## src/inc/fpel_defines.vh

```
`ifndef FPEL_DEFINES_VH
`define FPEL_DEFINES_VH

// register offsets on the plain register port
`define FPEL_OFS_MODE      8'h00
`define FPEL_OFS_COMMAND   8'h04
`define FPEL_OFS_STATUS    8'h08
`define FPEL_OFS_RESULT    8'h0C

// command_reg field layout
`define FPEL_CODE_MSB      7
`define FPEL_CODE_LSB      0
`define FPEL_ARG_MSB       23
`define FPEL_ARG_LSB       8
`define FPEL_KEY_MSB       31
`define FPEL_KEY_LSB       24
// protection key, value arbitrary
`define FPEL_CMD_KEY       8'hC3

// command codes
`define FPEL_CMD_WRITE_PAGE  8'h01
`define FPEL_CMD_ERASE_ALL   8'h05
`define FPEL_CMD_MULTI_PAGE  8'h07
`define FPEL_CMD_SET_LOCK    8'h08
`define FPEL_CMD_CLEAR_LOCK  8'h09
`define FPEL_CMD_GET_LOCK    8'h0A
`define FPEL_CMD_SECTOR      8'h11

// status_reg bit positions
`define FPEL_ST_READY      0
`define FPEL_ST_CMD_ERR    1
`define FPEL_ST_LOCK_ERR   2
`define FPEL_ST_FLASH_ERR  3
// mode_reg bit positions
`define FPEL_MODE_READY_IE 0

// reset values
`define FPEL_RST_MODE      1'b0
`define FPEL_RST_READY     1'b1

// array geometry
`define FPEL_NUM_PAGES       17'h0_0400
`define FPEL_LOCK_REGIONS    64
`define FPEL_REGION_SHIFT    4
`define FPEL_REGION_PAGES    17'h0_0010
`define FPEL_FIRST_SECT_END  16'h0080
`define FPEL_WORDS_PER_PAGE  32
`define FPEL_RESULT_WORDS    2'h2

// operation codes toward the array
`define FPEL_OP_NONE       3'h0
`define FPEL_OP_WORD_PROG  3'h1
`define FPEL_OP_PAGE_PROG  3'h2
`define FPEL_OP_ERASE      3'h3
`define FPEL_OP_LOCK_SET   3'h4
`define FPEL_OP_LOCK_CLR   3'h5

`endif

```

## src/design/fpel_flash_controller.v

```verilog
// Operation
// - page-write with one modified word runs the shortened word program
// - page-write with several modified words runs the full page program
// - erase touching a locked region is refused whole, lock error set
// - erase-all clears the whole plane; no code fetched meanwhile
// - argument 1:0 selects 4, 8, 16 or 32 pages with sector limits
// - sector erase clears the sector holding the argument page
// - fetches during multi-page or sector erase stall until it ends
// - erase starts the cycle after a valid erase command is written while idle
// - erase end sets ready and raises interrupt when enabled
// - erase reports command error on bad key, flash error on verify
// - set-lock locks the region of the argument page
// - clear-lock unlocks the region of the argument page
// - get-lock result reads return lock words in order, then zero
// - bit n of returned lock words is one when region n is locked
// - flash reads stay serviced during lock commands
// - lock commands report command error and flash verify error
// - every command carries the key in the top eight bits
// - command write clears ready and result value until completion
// - command and lock error flags clear on status read
`timescale 1ns/1ps
`include "fpel_defines.vh"

module fpel_flash_controller (
    input  wire        clk,               // system clock
    input  wire        reset,             // synchronous, active high
    input  wire [7:0]  reg_addr,          // register byte address
    input  wire [31:0] reg_wdata,         // register write data
    input  wire        reg_write,         // write strobe
    input  wire        reg_read,          // read strobe
    output reg  [31:0] reg_rdata,         // read data, cycle after read
    output wire        ready_irq,         // ready interrupt line
    input  wire        fetch_req,         // processor fetch from flash
    output wire        fetch_stall,       // hold the fetch
    input  wire [31:0] latch_dirty,       // modified 128-bit latch words
    output reg         latch_reinit,      // reset latch buffer to ones
    output reg         flash_op_start,    // one-cycle operation start
    output reg  [2:0]  flash_op_code,     // operation kind
    output reg  [15:0] flash_op_page,     // first page or lock region
    output reg  [16:0] flash_op_count,    // number of pages
    input  wire        flash_op_done,     // operation finished pulse
    input  wire        flash_verify_fail  // verify failed, with done
);

    localparam ST_IDLE   = 2'h0;
    localparam ST_RUN    = 2'h1;
    localparam ST_FINISH = 2'h2;

    reg  [1:0]  state;
    reg         mode_ready_ie;
    reg         ready_flag;
    reg         command_error_flag;
    reg         lock_error_flag;
    reg         flash_error_flag;
    reg  [`FPEL_LOCK_REGIONS-1:0] lock_bits;
    reg         result_valid;
    reg  [1:0]  result_index;

    wire        multi_word;

    wire [7:0]  command_code     = reg_wdata[`FPEL_CODE_MSB:`FPEL_CODE_LSB];
    wire [15:0] command_argument = reg_wdata[`FPEL_ARG_MSB:`FPEL_ARG_LSB];
    wire [7:0]  command_key      = reg_wdata[`FPEL_KEY_MSB:`FPEL_KEY_LSB];

    wire cmd_write  = reg_write && (reg_addr == `FPEL_OFS_COMMAND);
    wire mode_write = reg_write && (reg_addr == `FPEL_OFS_MODE);
    wire stat_read  = reg_read && (reg_addr == `FPEL_OFS_STATUS);
    wire res_read   = reg_read && (reg_addr == `FPEL_OFS_RESULT);

    // true when any region overlapping [first, first+cnt) is locked
    function lock_hit;
        input [15:0] first;
        input [16:0] cnt;
        input [`FPEL_LOCK_REGIONS-1:0] locks;
        reg   [16:0] lo;
        reg   [16:0] hi;
        reg   [16:0] rs;
        integer      i;
        begin
            lock_hit = 1'b0;
            lo = {1'b0, first};
            hi = lo + cnt;
            for (i = 0; i < `FPEL_LOCK_REGIONS; i = i + 1)
            begin
                rs = {i[12:0], 4'h0};
                if (locks[i] && (rs < hi) && (rs + `FPEL_REGION_PAGES > lo))
                    lock_hit = 1'b1;
            end
        end
    endfunction

    // page count selected by argument bits 1:0
    function [16:0] span_count;
        input [1:0] sel;
        begin
            case (sel)
                2'h0:    span_count = 17'h0_0004;
                2'h1:    span_count = 17'h0_0008;
                2'h2:    span_count = 17'h0_0010;
                default: span_count = 17'h0_0020;
            endcase
        end
    endfunction

    fpel_word_count u_word_count (
        .dirty_mask (latch_dirty),
        .multi_word (multi_word)
    );

    // command decode, evaluated for a write arriving while idle
    reg         dec_cmd_err;
    reg         dec_lock_err;
    reg         dec_start;
    reg         dec_get_lock;
    reg  [2:0]  dec_op;
    reg  [15:0] dec_page;
    reg  [16:0] dec_count;
    reg  [15:0] span_first;
    reg  [16:0] span_cnt;

    always @*
    begin
        dec_cmd_err  = 1'b0;
        dec_lock_err = 1'b0;
        dec_start    = 1'b0;
        dec_get_lock = 1'b0;
        dec_op       = `FPEL_OP_NONE;
        dec_page     = 16'h0000;
        dec_count    = 17'h0_0000;
        span_first   = {2'b00, command_argument[15:2]};
        span_cnt     = span_count(command_argument[1:0]);
        if (command_key != `FPEL_CMD_KEY)
            dec_cmd_err = 1'b1;
        else
        begin
            case (command_code)
                `FPEL_CMD_WRITE_PAGE:
                begin
                    dec_page  = command_argument;
                    dec_count = 17'h0_0001;
                    dec_op    = multi_word ? `FPEL_OP_PAGE_PROG
                                           : `FPEL_OP_WORD_PROG;
                end
                `FPEL_CMD_ERASE_ALL:
                begin
                    dec_page  = 16'h0000;
                    dec_count = `FPEL_NUM_PAGES;
                    dec_op    = `FPEL_OP_ERASE;
                end
                `FPEL_CMD_MULTI_PAGE:
                begin
                    dec_page  = span_first;
                    dec_count = span_cnt;
                    dec_op    = `FPEL_OP_ERASE;
                    // small counts only in small sectors, 32 never there
                    if ((command_argument[1] == 1'b0) &&
                        (span_first >= `FPEL_FIRST_SECT_END))
                        dec_cmd_err = 1'b1;
                    if ((command_argument[1:0] == 2'h3) &&
                        (span_first < `FPEL_FIRST_SECT_END))
                        dec_cmd_err = 1'b1;
                    if (({1'b0, span_first} & (span_cnt - 17'h0_0001))
                        != 17'h0_0000)
                        dec_cmd_err = 1'b1;
                end
                `FPEL_CMD_SECTOR:
                begin
                    dec_page  = {command_argument[15:7], 7'h00};
                    dec_count = 17'h0_0080;
                    dec_op    = `FPEL_OP_ERASE;
                end
                `FPEL_CMD_SET_LOCK:
                begin
                    dec_page = {10'h000, command_argument[9:4]};
                    dec_op   = `FPEL_OP_LOCK_SET;
                end
                `FPEL_CMD_CLEAR_LOCK:
                begin
                    dec_page = {10'h000, command_argument[9:4]};
                    dec_op   = `FPEL_OP_LOCK_CLR;
                end
                `FPEL_CMD_GET_LOCK:
                    dec_get_lock = 1'b1;
                default:
                    dec_cmd_err = 1'b1;
            endcase
        end
        // program and erase are refused whole over a locked region
        if (!dec_cmd_err && (dec_op == `FPEL_OP_ERASE ||
            dec_op == `FPEL_OP_WORD_PROG || dec_op == `FPEL_OP_PAGE_PROG))
        begin
            if (lock_hit(dec_page, dec_count, lock_bits))
                dec_lock_err = 1'b1;
        end
        dec_start = !dec_cmd_err && !dec_lock_err &&
                    (dec_op != `FPEL_OP_NONE);
    end

    // commands written while busy are dropped
    wire cmd_accept = cmd_write && (state == ST_IDLE);
    wire op_end     = (state == ST_RUN) && flash_op_done;

    // sequencer
    always @(posedge clk)
    begin
        if (reset)
        begin
            state          <= ST_IDLE;
            ready_flag     <= `FPEL_RST_READY;
            flash_op_start <= 1'b0;
            flash_op_code  <= `FPEL_OP_NONE;
            flash_op_page  <= 16'h0000;
            flash_op_count <= 17'h0_0000;
            latch_reinit   <= 1'b0;
        end
        else
        begin
            flash_op_start <= 1'b0;
            latch_reinit   <= 1'b0;
            case (state)
                ST_IDLE:
                begin
                    if (cmd_accept)
                    begin
                        ready_flag <= 1'b0;
                        if (dec_start)
                        begin
                            flash_op_start <= 1'b1;
                            flash_op_code  <= dec_op;
                            flash_op_page  <= dec_page;
                            flash_op_count <= dec_count;
                            state          <= ST_RUN;
                        end
                        else
                            state <= ST_FINISH;
                    end
                end
                ST_RUN:
                begin
                    if (flash_op_done)
                    begin
                        if (flash_op_code == `FPEL_OP_WORD_PROG ||
                            flash_op_code == `FPEL_OP_PAGE_PROG)
                            latch_reinit <= 1'b1;
                        state <= ST_FINISH;
                    end
                end
                ST_FINISH:
                begin
                    ready_flag    <= 1'b1;
                    flash_op_code <= `FPEL_OP_NONE;
                    state         <= ST_IDLE;
                end
                default:
                    state <= ST_IDLE;
            endcase
        end
    end

    // lock bits change only after a clean lock-storage write
    always @(posedge clk)
    begin
        if (reset)
            lock_bits <= {`FPEL_LOCK_REGIONS{1'b0}};
        else if (op_end && !flash_verify_fail)
        begin
            if (flash_op_code == `FPEL_OP_LOCK_SET)
                lock_bits[flash_op_page[5:0]] <= 1'b1;
            else if (flash_op_code == `FPEL_OP_LOCK_CLR)
                lock_bits[flash_op_page[5:0]] <= 1'b0;
        end
    end

    // status flags: a new event wins over the read-clear
    wire set_cmd_err  = cmd_accept && dec_cmd_err;
    wire set_lock_err = cmd_accept && dec_lock_err;

    always @(posedge clk)
    begin
        if (reset)
        begin
            command_error_flag <= 1'b0;
            lock_error_flag    <= 1'b0;
            flash_error_flag   <= 1'b0;
            mode_ready_ie      <= `FPEL_RST_MODE;
        end
        else
        begin
            command_error_flag <= set_cmd_err ||
                (command_error_flag && !stat_read);
            lock_error_flag    <= set_lock_err ||
                (lock_error_flag && !stat_read);
            if (op_end && flash_verify_fail)
                flash_error_flag <= 1'b1;
            else if (cmd_accept)
                flash_error_flag <= 1'b0;
            if (mode_write)
                mode_ready_ie <= reg_wdata[`FPEL_MODE_READY_IE];
        end
    end

    // get-lock result words
    always @(posedge clk)
    begin
        if (reset)
        begin
            result_valid <= 1'b0;
            result_index <= 2'h0;
        end
        else if (cmd_accept)
        begin
            result_valid <= dec_get_lock && !dec_cmd_err;
            result_index <= 2'h0;
        end
        else if (res_read && result_valid && ready_flag &&
                 result_index != `FPEL_RESULT_WORDS)
            result_index <= result_index + 2'h1;
    end

    // read data, one cycle after the strobe
    always @(posedge clk)
    begin
        if (reset)
            reg_rdata <= 32'h0000_0000;
        else if (reg_read)
        begin
            case (reg_addr)
                `FPEL_OFS_MODE:
                    reg_rdata <= {31'h0000_0000, mode_ready_ie};
                `FPEL_OFS_STATUS:
                    reg_rdata <= {28'h000_0000, flash_error_flag,
                                  lock_error_flag, command_error_flag,
                                  ready_flag};
                `FPEL_OFS_RESULT:
                begin
                    if (!result_valid || !ready_flag)
                        reg_rdata <= 32'h0000_0000;
                    else if (result_index == 2'h0)
                        reg_rdata <= lock_bits[31:0];
                    else if (result_index == 2'h1)
                        reg_rdata <= lock_bits[63:32];
                    else
                        reg_rdata <= 32'h0000_0000;
                end
                default:
                    reg_rdata <= 32'h0000_0000;
            endcase
        end
        else
            reg_rdata <= 32'h0000_0000;
    end

    assign ready_irq = ready_flag && mode_ready_ie;

    // erase and program hold fetches; lock operations let reads through
    assign fetch_stall = fetch_req && (state == ST_RUN) &&
        (flash_op_code == `FPEL_OP_ERASE ||
         flash_op_code == `FPEL_OP_WORD_PROG ||
         flash_op_code == `FPEL_OP_PAGE_PROG);

endmodule

```

## src/design/fpel_word_count.v

```verilog
`timescale 1ns/1ps
`include "fpel_defines.vh"

// flags more than one modified 128-bit word in the latch buffer
module fpel_word_count (
    input  wire [`FPEL_WORDS_PER_PAGE-1:0] dirty_mask, // one bit per word
    output reg                             multi_word  // more than one word
);

    integer i;
    reg     seen;

    always @*
    begin
        seen = 1'b0;
        multi_word = 1'b0;
        for (i = 0; i < `FPEL_WORDS_PER_PAGE; i = i + 1)
        begin
            if (dirty_mask[i])
            begin
                if (seen)
                    multi_word = 1'b1;
                seen = 1'b1;
            end
        end
    end

endmodule

```

## config.mk

```make
export PLATFORM = sky130hd
export DESIGN_NAME = fpel_flash_controller
export DESIGN_NICKNAME = d
export VERILOG_FILES = /design/src/design/fpel_flash_controller.v /design/src/design/fpel_word_count.v
export VERILOG_INCLUDE_DIRS = /design/src /design/src/inc
export SDC_FILE = /design/constraint.sdc
export NUM_CORES = 1
export LEC_CHECK = 0
export BUFFER_PORTS_ARGS = -buffer_cell sky130_fd_sc_hd__buf_2
export CORE_AREA = 4 4 168 170
export DETAILED_ROUTE_END_ITERATION = 12
export DIE_AREA = 0 0 172 174
export PLACE_DENSITY_LB_ADDON = 0.1
export REMOVE_ABC_BUFFERS = 1
export SLEW_MARGIN = 10
export SYNTH_ARGS = -nofsm -noshare
export SYNTH_HDL_FRONTEND = slang
export SYNTH_SLANG_ARGS = --single-unit
```

## constraint.sdc

```tcl
create_clock -name clk -period 9.95 [get_ports clk]
set_input_delay 1.99 -clock clk [delete_from_list [all_inputs] [get_ports clk]]
set_output_delay 1.99 -clock clk [all_outputs]
set_load 0.03 [all_outputs]
```

== Word level (Yosys, flattened, before mapping) ==
Cells that the tools add are included.
Storage, ports and cells
  flip-flop bits (word level): 144
  input port bits: 79
  output and inout port bits: 72
  logic and storage cells: 572
Cells by class
  $add $sub $neg: 3
  $lt $le $gt $ge: 132
  eq/ne operators: 29
  muxes and demuxes: 195
  bitwise logic cells: 10
  reductions and logical operators: 188
Operators with widths (count)
  $lt A10 B17 Y1 const A: 32
  $gt A10 B16 Y1 const A: 32
  $lt A9 B17 Y1 const A: 16
  $gt A9 B16 Y1 const A: 16
  $mux W1: 171
  $logic_and A1 B1 Y1: 153
  $lt A8 B17 Y1 const A: 8
  $gt A8 B16 Y1 const A: 8
  $mux W64: 2
  $mux W32: 3
  $pmux W32 S3: 1
  $lt A7 B17 Y1 const A: 4
  $pmux W17 S4: 1
  $and A64 B64 Y64: 1
  $gt A7 B16 Y1 const A: 4
  $not A64 Y64: 1
  $or A64 B64 Y64: 1
  $pmux W16 S4: 1
  $eq A8 B4 Y1 const B: 5
  $lt A6 B17 Y1 const A: 2
  $gt A6 B16 Y1 const A: 2
  $eq A8 B3 Y1 const B: 3
  $pmux W6 S3: 1
  $add A16 B17 Y17: 1
  42 further kinds: 88

== Longest topological paths before layout ==
  word-level depth: 81
  depth in mapped cells: 23
  mapped depth without buffers: 18

== Hierarchy ==
From an unflattened synthesis, not the netlist that was laid out.
Unflattened totals
  cell total of the unflattened synthesis: 1461
  area total of the unflattened synthesis: 10163.5 um2
Modules (own cells, without submodules)
  fpel_flash_controller: instances 1, cells an instance 1406, area each 9759.4 um2, sequential area each 2682.6 um2
  fpel_word_count: instances 1, cells an instance 55, area each 404.1 um2, sequential area each 0.0 um2

== Worst setup path before layout ==
OpenSTA, ideal clock, no wires.
  kind: input to register
  start: input reg_wdata[5]
  end: register flash_op_count[5]
  setup time: 0.123 ns
  arrival: 7.054 ns
  required time: 9.827 ns
  setup slack: 2.772 ns
  stages: 19
  buffers on the path: 3
  path through: or3_1 clkbuf_1 nor3_1 nand2_1 nor3b_1 ha_1 clkbuf_1 o21ai_0 o21ai_0 a41o_1 o22a_1 or4_1 a311oi_1 nand3_1 a2111oi_1 a21boi_1 o32ai_4 buf_6 mux2_1
On the way
  elaborated cells between the ends (all ways): 354
  those cells by class: 1 x add/sub; 128 x order compare; 10 x eq/ne; 75 x mux; 140 x reduce/logical
RTL lines
  start, declared: line fpel_flash_controller.v:28  | input wire [31:0] reg_wdata,
  $eq A8 B5 Y1, or another cell as far along: line fpel_flash_controller.v:136  | case (command_code)
  $pmux W17 S4 (*): line fpel_flash_controller.v:136
  $mux W17 (*): line fpel_flash_controller.v:132  | if (command_key != `FPEL_CMD_KEY)
  net dec_count[3]: line fpel_flash_controller.v:117  | reg [16:0] dec_count;
  $add A16 B17 Y17 (*): line fpel_flash_controller.v:82  | hi = lo + cnt;
  $lt A1 B17 Y1: line fpel_flash_controller.v:86  | if (locks[i] && (rs < hi) && (rs + `FPEL_REGION_PAGES > lo))
  $logic_and A1 B1 Y1 (2 in a row): line fpel_flash_controller.v:86
  $mux W1 (63 in a row): line fpel_flash_controller.v:86
  $mux W1 (*): line fpel_flash_controller.v:86
  $mux W1 (*): line fpel_flash_controller.v:189  | if (!dec_cmd_err && (dec_op == `FPEL_OP_ERASE ||
  $mux W1 (*): line fpel_flash_controller.v:192  | if (lock_hit(dec_page, dec_count, lock_bits))
  $mux W1 (*): line fpel_flash_controller.v:189
  $logic_not A1 Y1 (*): line fpel_flash_controller.v:195  | dec_start = !dec_cmd_err && !dec_lock_err &&
  $logic_and A1 B1 Y1 (*) (2 in a row): line fpel_flash_controller.v:195
  $reduce_and A3 Y1 (no source line) (*)
  end signal, assigned: line fpel_flash_controller.v:231  | flash_op_count <= dec_count;
  end, declared: line fpel_flash_controller.v:40  | output reg [16:0] flash_op_count,
Mark *: on every way through the listed nets, which the timed path passes. The rest lies on a longest branch. The select of a mux whose other input is x is not followed.
A chain may end at the register's enable or synchronous reset.

== Worst setup path after layout ==
  start: input reg_wdata[4]
  end: register flash_op_page[9]
On the way
  word-level cells in the longest chain between the ends: 79
  elaborated cells between the ends (all ways): 354
  those cells by class: 1 x add/sub; 128 x order compare; 10 x eq/ne; 75 x mux; 140 x reduce/logical
RTL lines
  $eq A8 B4 Y1: line fpel_flash_controller.v:136
  $reduce_or A2 Y1 (no source line)
  $pmux W16 S4 (*): line fpel_flash_controller.v:136
  $mux W16 (*): line fpel_flash_controller.v:132
  net dec_page[0]: line fpel_flash_controller.v:116  | reg [15:0] dec_page;
  $add A16 B17 Y17: line fpel_flash_controller.v:82
  $lt A1 B17 Y1: line fpel_flash_controller.v:86
  $logic_and A1 B1 Y1 (2 in a row): line fpel_flash_controller.v:86
  $mux W1 (63 in a row): line fpel_flash_controller.v:86
  $mux W1 (*): line fpel_flash_controller.v:86
  $mux W1 (*): line fpel_flash_controller.v:189
  $mux W1 (*): line fpel_flash_controller.v:192
  $mux W1 (*): line fpel_flash_controller.v:189
  $logic_not A1 Y1 (*): line fpel_flash_controller.v:195
  $logic_and A1 B1 Y1 (*) (2 in a row): line fpel_flash_controller.v:195
  $reduce_and A3 Y1 (no source line) (*)
  end signal, assigned: line fpel_flash_controller.v:230  | flash_op_page <= dec_page;
  end, declared: line fpel_flash_controller.v:39  | output reg [15:0] flash_op_page,
Marks and branches as above.

==> summary.txt <==
Route
  – Final WL: 46290 um
  – Vias/cell: 6.248
  – Wire per inst: 24.21 um
  – Drt pass-1 iters: 6
  – Final ANT Viol Nets: 0
  – Routed vias: 11950
  – Initial DRC Count: 1614
  – DRC: 0

STA
  – F_max: 117.3 MHz
  – Hold Vio Cnt, Final: 0
  – Final Critical Period: 8.526 ns
  – Final setup fails: 0
  – Rel. slew slack: 0.1493
  – Final critical-path share of the clock period: 0.8569
  – Fin Setup TNS: 0 ns
  – Final WS setup: 1.424 ns
  – Clk_skew: 0.01576 ns
  – RSZ-0062 raised after global routing: no
  – Final Slew Violations: 0
  – Least-Margin Pin Slew: 1.258 ns

Floorplanning
  – Core ar.: 0.02673 mm2
  – Initial core utilization: 0.3756
  – Die width: 172 um
  – Rows: 60
  – # IOs: 151
  – Chip Height: 174 um
  – Die Area: 0.02993 mm2

Logic synthesis
  – Mapped cell area: 0.01004 mm2
  – Post-synth top area cell: dfxtp_1
  – Distinct cell type count after synthesis: 89
  – Synth Instances: 1453
  – Seq cells post-synth: 134
  – Mapped Avg Cell Area: 6.908 um2
  – Sequential area share after synthesis: 0.2673
  – Syn. warnings: 0
  – Post-synth ARST share: 0
  – Largest cells by area after synthesis: dfxtp_1 27%, nand2_1 7.7%, a21oi_1 7.0%
  – Yosys top cell area share: 0.2673
  – Most used DFF post-synth: dfxtp_1
  – Post-synth EDFFs: 0

Worst setup path
  – CP endpoint kind: register
  – Arrival time worst endpoint: 8.84 ns
  – CP max FO: 23
  – Startpoint types: input pin
  – Worst EP required: 10.26 ns
  – Crit Path Class: in2reg

Finish
  – Antenna diodes: 0
  – Post-layout nets: 1649
  – Flip-flop and latch area: 0.002683 mm2
  – Fill cell count: 2842
  – Share of layout cells above drive strength 1: 0.1585
  – Area of the multi-input gates: 0.006907 mm2
  – P&R area growth vs syn: 16.54%

Placed design
  – Gpl congestion: 1.038
  – I/O Buffers: 140
  – Setup WS pre-CTS: 1.158 ns
  – DP Wirelength: 35130 um

Hold path
  – Worst hold path type: reg2reg

Clock network
  – Root Driver: clkbuf_16
  – Clk_lat worst skew: 0.44 ns
  – Setup Fix Bufs, Post-CTS: 0
  – # clock sinks: 134
  – Worst-path clk slew: 0.06 ns
  – CTS buffer count: 17
  – Cts hold-fix bufs: 0
  – CTS tree: yes
  – Post-CTS sizing: 0
  – CTS H-tree depth: 4
  – CTS Buffer Depth: 2

Power
  – Net Sw Frac: 0.2525
  – Pint: 961.5 uW
  – Clock network fraction of total power: 0.515
  – VDD IR max: 0.0001273 V
  – Flop pwr share: 0.417
  – Power Dens Cells: 110.0 mW/mm2
  – Power share of the combinational group: 0.068
  – Lkg Pwr: 4.015 nW
  – NetSw: 324.8 uW

Global route
  – Grt ovf: 0
  – Largest net degree at the start of global routing: 72
  – Antenna violations before repair: 0
  – GRT Util Overall: 0.2979
  – Vias in the first global route: 10790
  – First-pass GRT wire length: 68620 um

Run status
  – Run status: finished, final reports clean

Job
  – Max Cap Violations: 0
-- cell type report --
cell class	count	area share
clock buffers	18	0.03669
clock inverters	14	0.01487
inverters	14	0.004492
multi-input cells	1208	0.5904
flip-flops and latches	134	0.2293
well taps	341	0.03647
repair buffers	183	0.08771
-- cells in the mapped netlist (18+ instances only) --
cell / number
o21ai_0: 101
nand3_1: 73
mux2i_1: 18
nor2_1: 178
nand2_1: 205
dfxtp_1: 134
nor2b_1: 21
a21oi_1: 141
clkbuf_1: 81
nand2b_1: 27
nor3_1: 47
nand4_1: 23
-- per-stage QoR --
step | cell area [um2] | power, mW | utilization | std cells | hold slack [ns]
3_3_place_gp | 11090 | 0.6344 | 0.4151 | 1880 | 0.4580
5_1_grt | 11700 | 1.327 | 0.4377 | 1912 | 0.4994
6_report | 11700 | 1.286 | 0.4377 | 1912 | 0.4733
2_1_floorplan | 9615 | 0.5844 | - | 1356 | 0.4262
4_1_cts | 11700 | 1.296 | 0.4377 | 1912 | 0.4748
3_5_place_dp | 11090 | 0.6340 | 0.4151 | 1880 | 0.4653
-- layer usage --
layer,vias to the layer above,track usage,wire [um]
met5,-,0,0
met4,0,0.08975,1401
met3,86,0.05845,4265
met2,617,0.4409,19790
met1,5710,0.4353,20830
li1,5534,-,-
-- critical path: stages --
cell and delay (ns):
buf_2 0.30, and3b_1 0.40, a211oi_2 0.52, nand2b_1 0.48, nor2_1 0.11, ha_1 0.24
ha_1 0.22, xnor2_1 0.27, nand3_1 0.11, a2111oi_0 0.44, a211oi_1 0.11, buf_4 0.20
nor2_1 0.44, nor2_1 0.21, a32o_1 0.31, a211o_1 0.29, a2111oi_0 0.53, nand4_1 0.49
o32ai_4 0.39, buf_4 0.39, mux2_1 0.37
-- cell families after synthesis --
group | synth area share
and+or+nand+nor | 0.3444
buffers and inverters | 0.05061
AOI/OAI and AO/OA | 0.2767
muxes | 0.03254
adders and majority gates | 0.02194
xor gates and xnor gates | 0.006108
other | 0.0003736
DFF | 0.2673
-- cell usage in the layout, fill, tap and decap left out, types with 11 or more instances in the layout --
cell type  Yosys  layout
a211oi_1      15      15
a21oi_1      141     141
a22oi_1       13      13
a31oi_1       11      11
and2_1        13      12
and3_1        16      16
buf_2          4     139
buf_4         10      44
clkbuf_16      0      17
dfxtp_1      134     134
ha_1          12      11
inv_1         12      12
mux2_1        12      12
mux2i_1       18      18
nand2_1      205     205
nand2b_1      27      27
nand3_1       73      73
nand4_1       23      23
nor2_1       178     177
nor2b_1       21      21
nor3_1        47      47
nor3b_1       13      13
nor4_1        16      16
o211ai_1      16      16
o21ai_0      101     101
o22ai_1       13      13
o31ai_1       14      14
or3_1         17      17
-- final timing paths --
| kind | depth (start not counted) | start | slack (ns) | to |
|---|---|---|---|---|
| min reg2reg | 2 | flash_op_count[0]$_SDFFE_PP0P_ | 0.47 | flash_op_count[0]$_SDFFE_PP0P_ |
| min | 2 | flash_op_count[0]$_SDFFE_PP0P_ | 0.47 | flash_op_count[0]$_SDFFE_PP0P_ |
| max reg2reg | 10 | register | 6.36 | flash_op_page[9]$_SDFFE_PP0P_ |
| max | 21 | reg_wdata[4] | 1.42 | flash_op_page[9]$_SDFFE_PP0P_ |
-- power groups by stage --
stage / sequential [mW] / combinational (mW) / clock (mW)
6_report: 0.536 / 0.0881 / 0.662
3_5_place_dp: 0.548 / 0.0856 / 0
2_1_floorplan: 0.548 / 0.0360 / 0
4_1_cts: 0.536 / 0.0861 / 0.674
3_3_place_gp: 0.548 / 0.0860 / 0
5_1_grt: 0.536 / 0.0948 / 0.696
No activity file was read; power rests on OpenSTA's default activity.
